===== src/inc/timer_pkg.sv =====
/*
  Shared constants and types for the dual timer/counter block: register
  offsets, field positions, reset values, mode encodings and timing counts.
  Assumes an 8-bit register port and one system clock.
*/
package timer_pkg;

  // ----------------------------------------------------------------------
  // Register offsets
  // ----------------------------------------------------------------------
  localparam logic [7:0] CTRL_OFFSET   = 8'h88;
  localparam logic [7:0] MODE_OFFSET   = 8'h89;
  localparam logic [7:0] A_LOW_OFFSET  = 8'h8A;
  localparam logic [7:0] B_LOW_OFFSET  = 8'h8B;
  localparam logic [7:0] A_HIGH_OFFSET = 8'h8C;
  localparam logic [7:0] B_HIGH_OFFSET = 8'h8D;

  // ----------------------------------------------------------------------
  // Field positions in timer_control_reg
  // ----------------------------------------------------------------------
  localparam int CTRL_TYPE_A_BIT = 0;
  localparam int CTRL_EDGE_A_BIT = 1;
  localparam int CTRL_TYPE_B_BIT = 2;
  localparam int CTRL_EDGE_B_BIT = 3;
  localparam int CTRL_RUN_A_BIT  = 4;
  localparam int CTRL_OVF_A_BIT  = 5;
  localparam int CTRL_RUN_B_BIT  = 6;
  localparam int CTRL_OVF_B_BIT  = 7;

  // ----------------------------------------------------------------------
  // Field positions in timer_mode_reg (each nibble is a timer_cfg_t)
  // ----------------------------------------------------------------------
  localparam int MODE_A_LSB = 0;
  localparam int MODE_B_LSB = 4;

  // ----------------------------------------------------------------------
  // Reset values
  // ----------------------------------------------------------------------
  localparam logic [7:0] CTRL_RESET = 8'h00;
  localparam logic [7:0] MODE_RESET = 8'h00;
  localparam logic [7:0] DATA_RESET = 8'h00;
  localparam logic       PIN_IDLE   = 1'b1;

  // ----------------------------------------------------------------------
  // Timing
  // ----------------------------------------------------------------------
  localparam int PRESCALE_WIDTH    = 5;
  localparam int TIMER_TICK_CYCLES = 2;

  // ----------------------------------------------------------------------
  // Types
  // ----------------------------------------------------------------------
  typedef enum logic [1:0] {
    MODE_PRESCALE = 2'b00,
    MODE_WIDE     = 2'b01,
    MODE_RELOAD   = 2'b10,
    MODE_SPLIT    = 2'b11
  } timer_mode_t;

  typedef struct packed {
    logic        gate;
    logic        count_sel;
    timer_mode_t mode;
  } timer_cfg_t;

  typedef struct packed {
    logic [7:0] hi;
    logic [7:0] lo;
  } timer_data_t;

  typedef struct packed {
    logic        ovf;
    timer_data_t data;
  } timer_step_t;

endpackage : timer_pkg


===== src/rtl/dual_timer_counter.sv =====
/*
  Dual timer/counter with two external interrupt pins: control and mode
  registers, timer data bytes, gating, counter inputs and four modes.
  Assumes a register port with read data one cycle after the read strobe,
  and an interrupt controller that pulses the acknowledge inputs when it
  vectors to the matching service routine.
*/
// Implementation choice: the strobed register port.
//
// Function
// - Timer B overflow sets flag, vector clears
// - Timer A overflow sets flag, vector clears
// - Timer B counts on run, gated by pin
// - Timer A counts on run, gated by pin
// - Pin B falling edge sets flag, vector clears
// - Pin A falling edge sets flag, vector clears
// - Pin B trigger: 0 level, 1 edge
// - Pin A trigger: 0 level, 1 edge
// - Timer B: clock/2 or counter pin fall
// - Timer A: clock/2 or counter pin fall
// - Timer B modes: prescaled 8-bit, 16-bit
// - Timer B modes: auto-reload, stopped
// - Timer A modes: prescaled 8-bit, 16-bit
// - All control and mode bits reset zero
// - Timer A reload mode; split mode uses B
//
`timescale 1ns/1ps
module dual_timer_counter
#(
  parameter int TICK_CYCLES = timer_pkg::TIMER_TICK_CYCLES
)
(
  input  wire logic       mclk_in,
  input  wire logic       sys_rst_in,
  input  wire logic       ce_in,
  input  wire logic [7:0] reg_addr_in,
  input  wire logic [7:0] reg_wdata_in,
  input  wire logic       reg_wr_in,
  input  wire logic       reg_rd_in,
  output logic      [7:0] reg_rdata_out,
  input  wire logic       ext_irq_pin_a_in,
  input  wire logic       ext_irq_pin_b_in,
  input  wire logic       counter_pin_a_in,
  input  wire logic       counter_pin_b_in,
  input  wire logic       isr_ack_timer_a_in,
  input  wire logic       isr_ack_timer_b_in,
  input  wire logic       isr_ack_ext_a_in,
  input  wire logic       isr_ack_ext_b_in,
  output logic            timer_a_irq_out,
  output logic            timer_b_irq_out,
  output logic            ext_a_irq_out,
  output logic            ext_b_irq_out
);

  localparam int TICK_W = (TICK_CYCLES > 1) ? $clog2(TICK_CYCLES) : 1;
  localparam logic [TICK_W-1:0] TICK_LAST = TICK_W'(TICK_CYCLES - 1);
  localparam int PW = timer_pkg::PRESCALE_WIDTH;

  // ----------------------------------------------------------------------
  // State
  // ----------------------------------------------------------------------
  logic [7:0]              ctrl_q;
  logic [7:0]              ctrl_d;
  logic [7:0]              mode_q;
  logic [7:0]              mode_d;
  timer_pkg::timer_data_t  data_a_q;
  timer_pkg::timer_data_t  data_a_d;
  timer_pkg::timer_data_t  data_b_q;
  timer_pkg::timer_data_t  data_b_d;
  logic [TICK_W-1:0]       tick_cnt_q;
  logic [7:0]              rdata_q;
  logic                    ext_a_req_q;
  logic                    ext_b_req_q;

  // ----------------------------------------------------------------------
  // Pin synchronisers: index 0 ext A, 1 ext B, 2 counter A, 3 counter B
  // ----------------------------------------------------------------------
  logic [3:0] pin_raw;
  logic [3:0] pin_level;
  logic [3:0] pin_fall;

  assign pin_raw = {counter_pin_b_in, counter_pin_a_in, ext_irq_pin_b_in, ext_irq_pin_a_in};

  genvar gi;
  generate
    for (gi = 0; gi < 4; gi++)
    begin : g_pin
      pin_sync_edge u_sync
      (
        .mclk_in    (mclk_in),
        .sys_rst_in (sys_rst_in),
        .ce_in      (ce_in),
        .pin_in     (pin_raw[gi]),
        .level_out  (pin_level[gi]),
        .fall_out   (pin_fall[gi])
      );
    end
  endgenerate

  // ----------------------------------------------------------------------
  // Register decode
  // ----------------------------------------------------------------------
  wire wr_ctrl   = reg_wr_in & (reg_addr_in == timer_pkg::CTRL_OFFSET);
  wire wr_mode   = reg_wr_in & (reg_addr_in == timer_pkg::MODE_OFFSET);
  wire wr_a_low  = reg_wr_in & (reg_addr_in == timer_pkg::A_LOW_OFFSET);
  wire wr_b_low  = reg_wr_in & (reg_addr_in == timer_pkg::B_LOW_OFFSET);
  wire wr_a_high = reg_wr_in & (reg_addr_in == timer_pkg::A_HIGH_OFFSET);
  wire wr_b_high = reg_wr_in & (reg_addr_in == timer_pkg::B_HIGH_OFFSET);

  assign mode_d = wr_mode ? reg_wdata_in : mode_q;

  // Unmapped addresses read as zero
  wire [7:0] rd_mux =
      (reg_addr_in == timer_pkg::CTRL_OFFSET)   ? ctrl_q      :
      (reg_addr_in == timer_pkg::MODE_OFFSET)   ? mode_q      :
      (reg_addr_in == timer_pkg::A_LOW_OFFSET)  ? data_a_q.lo :
      (reg_addr_in == timer_pkg::B_LOW_OFFSET)  ? data_b_q.lo :
      (reg_addr_in == timer_pkg::A_HIGH_OFFSET) ? data_a_q.hi :
      (reg_addr_in == timer_pkg::B_HIGH_OFFSET) ? data_b_q.hi : 8'h00;

  // ----------------------------------------------------------------------
  // Configuration fields
  // ----------------------------------------------------------------------
  timer_pkg::timer_cfg_t cfg_a;
  timer_pkg::timer_cfg_t cfg_b;

  assign cfg_a = timer_pkg::timer_cfg_t'(mode_q[timer_pkg::MODE_A_LSB +: 4]);
  assign cfg_b = timer_pkg::timer_cfg_t'(mode_q[timer_pkg::MODE_B_LSB +: 4]);

  wire run_a  = ctrl_q[timer_pkg::CTRL_RUN_A_BIT];
  wire run_b  = ctrl_q[timer_pkg::CTRL_RUN_B_BIT];
  wire type_a = ctrl_q[timer_pkg::CTRL_TYPE_A_BIT];
  wire type_b = ctrl_q[timer_pkg::CTRL_TYPE_B_BIT];

  // ----------------------------------------------------------------------
  // Count sources
  // ----------------------------------------------------------------------
  // One shared divider keeps both timers in step on the same clock phase
  wire tick = (tick_cnt_q == TICK_LAST);

  wire enable_a = run_a & (~cfg_a.gate | pin_level[0]);
  wire enable_b = run_b & (~cfg_b.gate | pin_level[1]);

  // Pins are sampled once a clock, so pulses shorter than a clock can be lost
  wire event_a = cfg_a.count_sel ? pin_fall[2] : tick;
  wire event_b = cfg_b.count_sel ? pin_fall[3] : tick;

  wire split_a = (cfg_a.mode == timer_pkg::MODE_SPLIT);
  wire inc_a   = enable_a & event_a;
  wire inc_b   = enable_b & event_b & (cfg_b.mode != timer_pkg::MODE_SPLIT);
  // In split mode the high byte of timer A borrows timer B's run bit
  wire inc_ah  = split_a & run_b & tick;

  // ----------------------------------------------------------------------
  // Counter step
  // ----------------------------------------------------------------------
  function automatic timer_pkg::timer_step_t step_fn
  (
    input timer_pkg::timer_mode_t mode,
    input timer_pkg::timer_data_t cur,
    input logic                   inc
  );
    timer_pkg::timer_step_t r;
    r.ovf  = 1'b0;
    r.data = cur;
    if (inc)
    begin
      case (mode)
        timer_pkg::MODE_PRESCALE:
        begin
          // In the low byte only the prescaler bits move and the rest holds; the high byte steps when they wrap
          r.data.lo[PW-1:0] = cur.lo[PW-1:0] + PW'(1);
          if (&cur.lo[PW-1:0])
          begin
            r.data.hi = cur.hi + 8'h01;
            r.ovf     = &cur.hi;
          end
        end
        timer_pkg::MODE_WIDE:
        begin
          r.data = cur + 16'h0001;
          r.ovf  = &cur;
        end
        timer_pkg::MODE_RELOAD:
        begin
          if (&cur.lo)
          begin
            r.data.lo = cur.hi;
            r.ovf     = 1'b1;
          end
          else
          begin
            r.data.lo = cur.lo + 8'h01;
          end
        end
        timer_pkg::MODE_SPLIT:
        begin
          r.data.lo = cur.lo + 8'h01;
          r.ovf     = &cur.lo;
        end
        default:
        begin
          r.data = cur;
        end
      endcase
    end
    return r;
  endfunction : step_fn

  timer_pkg::timer_step_t step_a;
  timer_pkg::timer_step_t step_b;

  assign step_a = step_fn(cfg_a.mode, data_a_q, inc_a);
  assign step_b = step_fn(cfg_b.mode, data_b_q, inc_b);

  // The split high byte counts system ticks only, never counter pin edges
  wire [7:0] split_hi_next = data_a_q.hi + 8'h01;
  wire       split_hi_ovf  = inc_ah & (&data_a_q.hi);

  wire ovf_a_event = step_a.ovf;
  wire ovf_b_event = step_b.ovf | split_hi_ovf;

  // ----------------------------------------------------------------------
  // Next data bytes: a software write takes the byte in that cycle
  // ----------------------------------------------------------------------
  // Counts are not latched: software reads the two bytes one at a time
  wire [7:0] a_hi_count = split_a ? (inc_ah ? split_hi_next : data_a_q.hi) : step_a.data.hi;

  assign data_a_d.lo = wr_a_low  ? reg_wdata_in : step_a.data.lo;
  assign data_a_d.hi = wr_a_high ? reg_wdata_in : a_hi_count;
  assign data_b_d.lo = wr_b_low  ? reg_wdata_in : step_b.data.lo;
  assign data_b_d.hi = wr_b_high ? reg_wdata_in : step_b.data.hi;

  // ----------------------------------------------------------------------
  // Next control register: hardware set wins over any clear
  // ----------------------------------------------------------------------
  wire [7:0] ctrl_base = wr_ctrl ? reg_wdata_in : ctrl_q;

  wire [7:0] clr_mask =
      ({7'h00, isr_ack_ext_a_in}   << timer_pkg::CTRL_EDGE_A_BIT) |
      ({7'h00, isr_ack_ext_b_in}   << timer_pkg::CTRL_EDGE_B_BIT) |
      ({7'h00, isr_ack_timer_a_in} << timer_pkg::CTRL_OVF_A_BIT)  |
      ({7'h00, isr_ack_timer_b_in} << timer_pkg::CTRL_OVF_B_BIT);

  wire [7:0] set_mask =
      ({7'h00, pin_fall[0]} << timer_pkg::CTRL_EDGE_A_BIT) |
      ({7'h00, pin_fall[1]} << timer_pkg::CTRL_EDGE_B_BIT) |
      ({7'h00, ovf_a_event} << timer_pkg::CTRL_OVF_A_BIT)  |
      ({7'h00, ovf_b_event} << timer_pkg::CTRL_OVF_B_BIT);

  assign ctrl_d = (ctrl_base & ~clr_mask) | set_mask;

  // Requests are raw: interrupt enables and priorities live outside this block
  // Level mode requests follow the pin; edge mode requests follow the flag
  wire ext_a_req_d = type_a ? ctrl_d[timer_pkg::CTRL_EDGE_A_BIT] : ~pin_level[0];
  wire ext_b_req_d = type_b ? ctrl_d[timer_pkg::CTRL_EDGE_B_BIT] : ~pin_level[1];

  // Read data fall back to zero outside the cycle after a strobe
  wire [7:0]        rdata_d    = reg_rd_in ? rd_mux : 8'h00;
  wire [TICK_W-1:0] tick_cnt_d = tick ? '0 : tick_cnt_q + TICK_W'(1);

  // ----------------------------------------------------------------------
  // Registers
  // ----------------------------------------------------------------------
  always_ff @(posedge mclk_in)
  begin
    if (sys_rst_in)
    begin
      ctrl_q <= timer_pkg::CTRL_RESET;
      mode_q <= timer_pkg::MODE_RESET;
    end
    else if (ce_in)
    begin
      ctrl_q <= ctrl_d;
      mode_q <= mode_d;
    end
  end

  always_ff @(posedge mclk_in)
  begin
    if (sys_rst_in)
    begin
      data_a_q <= {timer_pkg::DATA_RESET, timer_pkg::DATA_RESET};
      data_b_q <= {timer_pkg::DATA_RESET, timer_pkg::DATA_RESET};
    end
    else if (ce_in)
    begin
      data_a_q <= data_a_d;
      data_b_q <= data_b_d;
    end
  end

  always_ff @(posedge mclk_in)
  begin
    if (sys_rst_in)
    begin
      tick_cnt_q <= '0;
    end
    else if (ce_in)
    begin
      tick_cnt_q <= tick_cnt_d;
    end
  end

  // Read data stand only in the cycle after the strobe
  always_ff @(posedge mclk_in)
  begin
    if (sys_rst_in)
    begin
      rdata_q <= 8'h00;
    end
    else if (ce_in)
    begin
      rdata_q <= rdata_d;
    end
  end

  // Idle pins are high, so level requests start inactive
  always_ff @(posedge mclk_in)
  begin
    if (sys_rst_in)
    begin
      ext_a_req_q <= 1'b0;
      ext_b_req_q <= 1'b0;
    end
    else if (ce_in)
    begin
      ext_a_req_q <= ext_a_req_d;
      ext_b_req_q <= ext_b_req_d;
    end
  end

  // ----------------------------------------------------------------------
  // Outputs
  // ----------------------------------------------------------------------
  assign reg_rdata_out   = rdata_q;
  assign timer_a_irq_out = ctrl_q[timer_pkg::CTRL_OVF_A_BIT];
  assign timer_b_irq_out = ctrl_q[timer_pkg::CTRL_OVF_B_BIT];
  assign ext_a_irq_out   = ext_a_req_q;
  assign ext_b_irq_out   = ext_b_req_q;

endmodule : dual_timer_counter


===== src/rtl/pin_sync_edge.sv =====
/*
  Two-stage synchroniser with a falling-edge detector for one input pin.
  Assumes the pin idles high and that ce_in freezes the stages.
*/
`timescale 1ns/1ps
module pin_sync_edge
(
  input  wire logic mclk_in,
  input  wire logic sys_rst_in,
  input  wire logic ce_in,
  input  wire logic pin_in,
  output logic      level_out,
  output logic      fall_out
);

  logic meta_q;
  logic sync_q;
  logic last_q;

  // ----------------------------------------------------------------------
  // Stages
  // ----------------------------------------------------------------------
  // Reset to idle high so the release of reset never looks like an edge
  always_ff @(posedge mclk_in)
  begin
    if (sys_rst_in)
    begin
      meta_q <= timer_pkg::PIN_IDLE;
      sync_q <= timer_pkg::PIN_IDLE;
      last_q <= timer_pkg::PIN_IDLE;
    end
    else if (ce_in)
    begin
      meta_q <= pin_in;
      sync_q <= meta_q;
      last_q <= sync_q;
    end
  end

  assign level_out = sync_q;
  assign fall_out  = last_q & ~sync_q;

endmodule : pin_sync_edge

===== config.mk =====
export PLATFORM = sky130hd
export DESIGN_NAME = dual_timer_counter
export DESIGN_NICKNAME = d
export VERILOG_FILES = /design/src/inc/timer_pkg.sv /design/src/rtl/dual_timer_counter.sv /design/src/rtl/pin_sync_edge.sv
export SDC_FILE = /design/constraint.sdc
export NUM_CORES = 1
export LEC_CHECK = 0
export BUFFER_PORTS_ARGS = -buffer_cell sky130_fd_sc_hd__clkbuf_2
export CORE_MARGIN = 5
export CORE_UTILIZATION = 60
export CTS_BUF_LIST = sky130_fd_sc_hd__clkbuf_4 sky130_fd_sc_hd__clkbuf_8
export CTS_CLUSTER_SIZE = 10
export DETAILED_ROUTE_END_ITERATION = 10
export PLACE_DENSITY = 0.8
export SLEW_MARGIN = 20
export SYNTH_ARGS = -nofsm -noshare
export SYNTH_HDL_FRONTEND = slang
export SYNTH_SLANG_ARGS = --single-unit

===== constraint.sdc =====
create_clock -name mclk_in -period 2.8 [get_ports mclk_in]
set_input_delay 0.28 -clock mclk_in [delete_from_list [all_inputs] [get_ports mclk_in]]
set_output_delay 0.28 -clock mclk_in [all_outputs]
set_load 0.1 [all_outputs]

==> metrics.csv, run 1 <==
metric,value,unit
status,completed,
"flops & latches, synth",71,
Synth area leader,dfxtp_1,
post-cts resize count,0,
Peak supply drop,0.417,mV
drt wl/cell,20.7,um
die area,9840,um2
FF-to-FF End,data_a_q[1]$_SDFFE_PP0P_,
most frequent cell after synthesis,dfxtp_1,
CTS Sinks,71,
slew of the pin with the lowest slew margin,665,ps
Synth cell types,78,
largest net degree at the start of global routing,31,
Max-slew headroom,0.552,
CP Launch Type,flop,
starting density of the core,0.618,
Final Skew,10.3,ps
CTS hold repair buffers,0,
Port Buf Inserts,40,
"Slowest-stage cell, CP",a2111oi_4,
initial DRC count,520,
WHS,123,ps
crit end category,flop,
Worst Path Arrival,2600,ps
setup_tns,0,ps
IO Count,41,
die width,99.2,um
initial antenna violation count,0,
clock slew at reported path FFs,90,ps
fraction of the yosys area taken by sequential cells,0.298,
Post-Synthesis Cells,601,
syn_area_per_cell,7.94,um2
Leakage,1.93,nW
R2R Setup Slk,450,ps
CP required,3050,ps
max-capacitance violation count,0,
critical path class,reg -> reg,
Internal,1.50,mW
power per cell area,404,nW/um2
Yosys warning total,0,
Detailed Place HPWL,10.9,mm
Sw Ratio,0.287,
Sequential Power Share,0.492,
CTS tree,yes,
Inserted Clock Buffers,9,
Crit. Startpoint,data_a_q[1]$_SDFFE_PP0P_,
first-pass GRT wire length,24.2,mm
sw power,0.603,mW
syn_nets,638,
Post-synth ARST share,0,
combinational power share,0.089,
RSZ-0062 raised after global routing,no,
number of post-CTS setup repair buffers,0,
max-slew violation count,0,
"slowest stage delay, CP",490,ps
Yosys top cell area share,0.298,
Final ANT Viol Nets,0,
nets,661,
DR vias,4901,
Clock Power Share,0.419,
CP max FO,8,
htree depth,3,
worst skew pair latency,370,ps
final worst-path cycle share,0.840,
mapped cell area,4770,um2
drt total wl,15.1,mm
CTS max path bufs,2,
min-delay worst type,in -> reg,
met2 GRT Util,0.488,
fmax,425,MHz
Pre-antenna DRT Iters,6,
ANT cells,0,
Total GRT Usage,0.312,
met1 usage,0.409,
setup violators final,0,
Core Footprint,7730,um2
worst r2r path cells,7,
met3 GRT Util,0.0568,
Final GP Congestion,0.969,
worst flop-to-flop path startpoint,data_a_q[1]$_SDFFE_PP0P_,
crit-path cells,ha_1 > and4_1 > nand2_1 > a2111oi_4 > o2bb2ai_1 > a22oi_1 > a21oi_1,
Synth area leaders,"dfxtp_1 30%, mux2i_1 7.1%, nand2_1 5.5%",
"Top FF cell, synth",dfxtp_1,
Overflow after GRT,0,
final-report hold violation count,0,
# DRC,0,
Synth top cells by count,"71 x dfxtp_1, 70 x nand2_1, 60 x nor2_1, 42 x a21oi_1, 39 x o21ai_0",
CP Capture Point,data_a_q[1]$_SDFFE_PP0P_,
number of global-route vias before repair,4632,
Layout area overhead,8.94,%
Top Usage Layer GRT,met2,
Die Y,99.2,um
vias per cell,6.70,
Post-synth EDFFs,0,
Root Buffer Master,clkbuf_8,
fraction of layout cells with a size suffix above 1,0.154,
fin crit period,2350,ps
FP Rows,32,
power groups by stage:
stage / Combinational [mW] / Clock (mW) / Sequential, mW
floorplan: 0.0958 / 0 / 1.07
global placement: 0.177 / 0 / 1.06
CTS: 0.181 / 0.881 / 1.03
global route: 0.196 / 0.931 / 1.04
detailed placement: 0.181 / 0 / 1.06
finish: 0.186 / 0.880 / 1.03
worst max-delay path, delay by kind of cell (launching register included):
family / cells / cell delay (ps)
and+or+nand+nor: 2 / 590
adders and majority gates: 1 / 250
AOI/OAI and AO/OA: 4 / 950
DFF: 1 / 450
kinds of logic (layout without fill, tap and decap cells):
group	after synthesis	after routing	share of synthesized area
buffers and inverters	54	82	0.0501
AOI/OAI and AO/OA	180	180	0.256
xor gates and xnor gates	16	16	0.0294
and+or+nand+nor	234	234	0.262
muxes	38	38	0.0831
adders and majority gates	8	8	0.0210
DFF	71	71	0.298
state kept, by name, summed over array words and instances, names as in the netlist, 4 cells and up:
| signal | count |
|---|---|
| ctrl_q | 8 |
| g_pin.u_sync.last_q | 4 |
| mode_q | 8 |
| reg_rdata_out | 8 |
| data_b_q | 16 |
| g_pin.u_sync.meta_q | 4 |
| g_pin.u_sync.level_out | 4 |
| data_a_q | 16 |
placed cells by master, fill, tap and decap left out, types with 4 or more instances in the layout:
cell type and instances:
clkbuf_2 40, o221ai_1 8, xnor2_1 10, o32ai_1 4
and3_1 4, nand4_1 7, mux2i_1 34, and4_1 5
nor4_1 5, a31oi_1 6, o2bb2ai_1 7, inv_1 15
a211oi_1 11, o21ai_0 39, buf_4 10, nor3_1 9
a221oi_1 6, o211ai_1 7, nand3_1 24, dfxtp_1 71
a22oi_1 4, or3_1 5, nand2_1 70, clkbuf_8 9
nor2_1 60, nand2b_1 11, o21ai_1 6, nor2b_1 9
o22ai_1 8, a21oi_1 42, xor2_1 6, ha_1 8
final cells by class:
class                   instances  area (um2)
multi-input cells             476        3110
fillers                       645        2530
flip-flops and latches         71        1420
repair buffers                 50         275
well taps                     102         128
clock buffers                   9         124
clock inverters                 7        78.8
inverters                      16        60.1
metrics by stage:
stage	total power [mW]	area (um2)	std cells	setup WS [ps]	utilization
after floorplan	1.16	4770	601	859	-
after global placement	1.23	5000	715	584	0.647
after detailed placement	1.24	5000	715	545	0.647
after CTS	2.10	5200	731	509	0.673
after global routing	2.16	5200	731	350	0.673
final	2.10	5200	731	448	0.673
worst min-delay path by stage:
stage,depth (start not counted),slack [ps],startpoint,endpoint
2_1_floorplan,2,410,ext_irq_pin_a_in,g_pin[0].u_sync.meta_q$_SDFFE_PP1P_
3_3_place_gp,2,440,reg_rdata_out[5]$_SDFFE_PP0P_,reg_rdata_out[5]$_SDFFE_PP0P_
3_5_place_dp,2,450,reg_rdata_out[5]$_SDFFE_PP0P_,reg_rdata_out[5]$_SDFFE_PP0P_
4_1_cts,3,120,ext_irq_pin_a_in,g_pin[0].u_sync.meta_q$_SDFFE_PP1P_
5_1_grt,3,130,counter_pin_b_in,g_pin[3].u_sync.meta_q$_SDFFE_PP1P_
6_report,3,120,ext_irq_pin_a_in,g_pin[0].u_sync.meta_q$_SDFFE_PP1P_
routing by layer:
metal	vias to the layer above	wire, um
met5	-	0
met4	0	709
met2	302	6940
met1	2280	6200
li1	2258	-
met3	61	1290
(Power assumes the default switching activity.)
==> run 2: changes to the inputs <==
ABC_AREA = 1   (was unset)
clock period = 2.4 ns   (was 2.8 ns; I/O delays follow)
==> metrics.csv, run 2 <==
metric,value,unit
Yosys warning total,0,
Synth top cells by count,"232 x nand2_1, 114 x inv_1, 98 x a21oi_1, 92 x nor2_1, 71 x dfxtp_1",
CTS hold repair buffers,0,
starting density of the core,0.612,
Port Buf Inserts,40,
vias per cell,5.73,
IO Count,41,
R2R Setup Slk,330,ps
Placed Cells,1005,
fraction of the yosys area taken by sequential cells,0.268,
clock slew at reported path FFs,100,ps
final-report hold violation count,0,
Layout area overhead,8.72,%
"most common cell after layout, fill and taps aside",nand2_1,
Inserted Clock Buffers,9,
Final GP Congestion,1.02,
Overflow after GRT,0,
Crit. Startpoint,data_a_q[0]$_SDFFE_PP0P_,
Final Skew,17.1,ps
Total GRT Usage,0.315,
slew of the pin with the lowest slew margin,596,ps
Post-synth EDFFs,0,
syn_nets,910,
initial antenna violation count,0,
setup violators final,0,
DR vias,5854,
ANT cells,0,
most frequent cell after synthesis,nand2_1,
Finished Cell Area,5770,um2
mapped cell area,5310,um2
dpl ws,363,ps
status,completed,
CTS max path bufs,2,
worst flop-to-flop path startpoint,data_a_q[0]$_SDFFE_PP0P_,
worst r2r path cells,8,
Die Y,104,um
# DRC,0,
CP Launch Type,flop,
Pre-antenna DRT Iters,7,
Post-DP Area,5580,um2
drt wl/cell,16.8,um
"flops & latches, synth",71,
crit-path cells,ha_1 > nand2_1 > nor2_4 > nand4_1 > a21oi_1 > o21ai_0 > nand2_1 > a21oi_1,
Peak supply drop,0.319,mV
drt total wl,17.2,mm
die width,104,um
Largest regs,"data_a_q x16, data_b_q x16",
fin crit period,2070,ps
worst skew pair latency,370,ps
Worst Path Arrival,2330,ps
initial DRC count,489,
CP required,2660,ps
RSZ-0062 raised after global routing,no,
Yosys top cell area share,0.268,
"slowest stage delay, CP",420,ps
fraction of layout cells with a size suffix above 1,0.119,
syn_area_per_cell,6.08,um2
first-pass GRT wire length,28.0,mm
number of global-route vias before repair,5635,
CTS tree,yes,
max-slew violation count,0,
min-delay worst type,in -> reg,
final worst-path cycle share,0.864,
Pwr Total,2.42,mW
Root Buffer Master,clkbuf_8,
critical path class,reg -> reg,
power per cell area,419,nW/um2
Leakage,2.78,nW
Post-synth ARST share,0,
post-layout util,0.665,
Final ANT Viol Nets,0,
largest net degree at the start of global routing,47,
Post-Synthesis Cells,873,
Synth cell types,43,
FF-to-FF End,data_a_q[4]$_SDFFE_PP0P_,
CP max FO,10,
number of post-CTS setup repair buffers,0,
nets,945,
die area,10800,um2
FP Rows,34,
"Slowest-stage cell, CP",dfxtp_1,
crit end category,flop,
CTS Sinks,71,
"Cell Count, Final, Fillers Out",1021,
Synth area leader,dfxtp_1,
Max-slew headroom,0.603,
setup_tns,0,ps
setup ws final,325,ps
post-cts resize count,0,
min-delay src,ext_irq_pin_a_in,
Stages on worst setup path,8,
WHS,89.7,ps
Synth area leaders,"dfxtp_1 27%, nand2_1 16%, a21oi_1 9.2%",
Top Family by Delay on Critical Path,simple AND/OR/NAND/NOR gates,
most frequent cells in the layout,"232 x nand2_1, 114 x inv_1, 98 x a21oi_1",
fmax,482,MHz
htree depth,3,
Core Footprint,8680,um2
Detailed Place HPWL,13.0,mm
CP Capture Point,data_a_q[4]$_SDFFE_PP0P_,
max-capacitance violation count,0,
Buf/Inv on CP,0,
"Top FF cell, synth",dfxtp_1,
-- run 2: cell type report --
type | instances | area, um2
Multi-Input combinational cell | 657 | 3310
Fill cell | 881 | 2910
Sequential cell | 71 | 1420
Inverter | 122 | 465
Timing Repair Buffer | 47 | 253
Tap cell | 108 | 135
Clock buffer | 9 | 124
Clock inverter | 7 | 66.3
-- run 2: per-layer routing --
| layer | GRT usage | vias to the layer above | wire (um) |
|---|---|---|---|
| li1 | - | 2895 | - |
| met1 | 0.384 | 2626 | 7050 |
| met2 | 0.523 | 266 | 8100 |
| met3 | 0.0497 | 67 | 1180 |
| met4 | 0.178 | 0 | 876 |
| met5 | 0 | - | 0 |
-- run 2: cells by family (layout without fill, tap and decap cells) --
family          after synthesis  after routing  synth area share
simple gates                449            449             0.388
xor+xnor                     17             17            0.0280
flops                        71             71             0.268
buf+inv                     145            185             0.109
fa+ha+maj                     8              8            0.0189
compound gates              183            183             0.188
-- run 2: worst min-delay path, delay by kind of cell --
family                 cells  cell delay (ps)
buffers and inverters      1               70
and+or+nand+nor            2              100
-- run 2: where the power goes --
part           leakage, nW  switching, mW  internal, mW
Combinational         2.11          0.161        0.0543
Sequential           0.576         0.0134          1.20
Clock               0.0991          0.581         0.407
-- run 2: how the worst min path moves through the flow --
stage	depth (start not counted)	to	slack [ps]
after global routing	3	g_pin[0].u_sync.meta_q$_SDFFE_PP1P_	90
after CTS	3	g_pin[0].u_sync.meta_q$_SDFFE_PP1P_	90
final	3	g_pin[0].u_sync.meta_q$_SDFFE_PP1P_	90
after floorplan	2	g_pin[2].u_sync.meta_q$_SDFFE_PP1P_	360
after global placement	2	g_pin[3].u_sync.meta_q$_SDFFE_PP1P_	440
after detailed placement	2	g_pin[1].u_sync.meta_q$_SDFFE_PP1P_	440
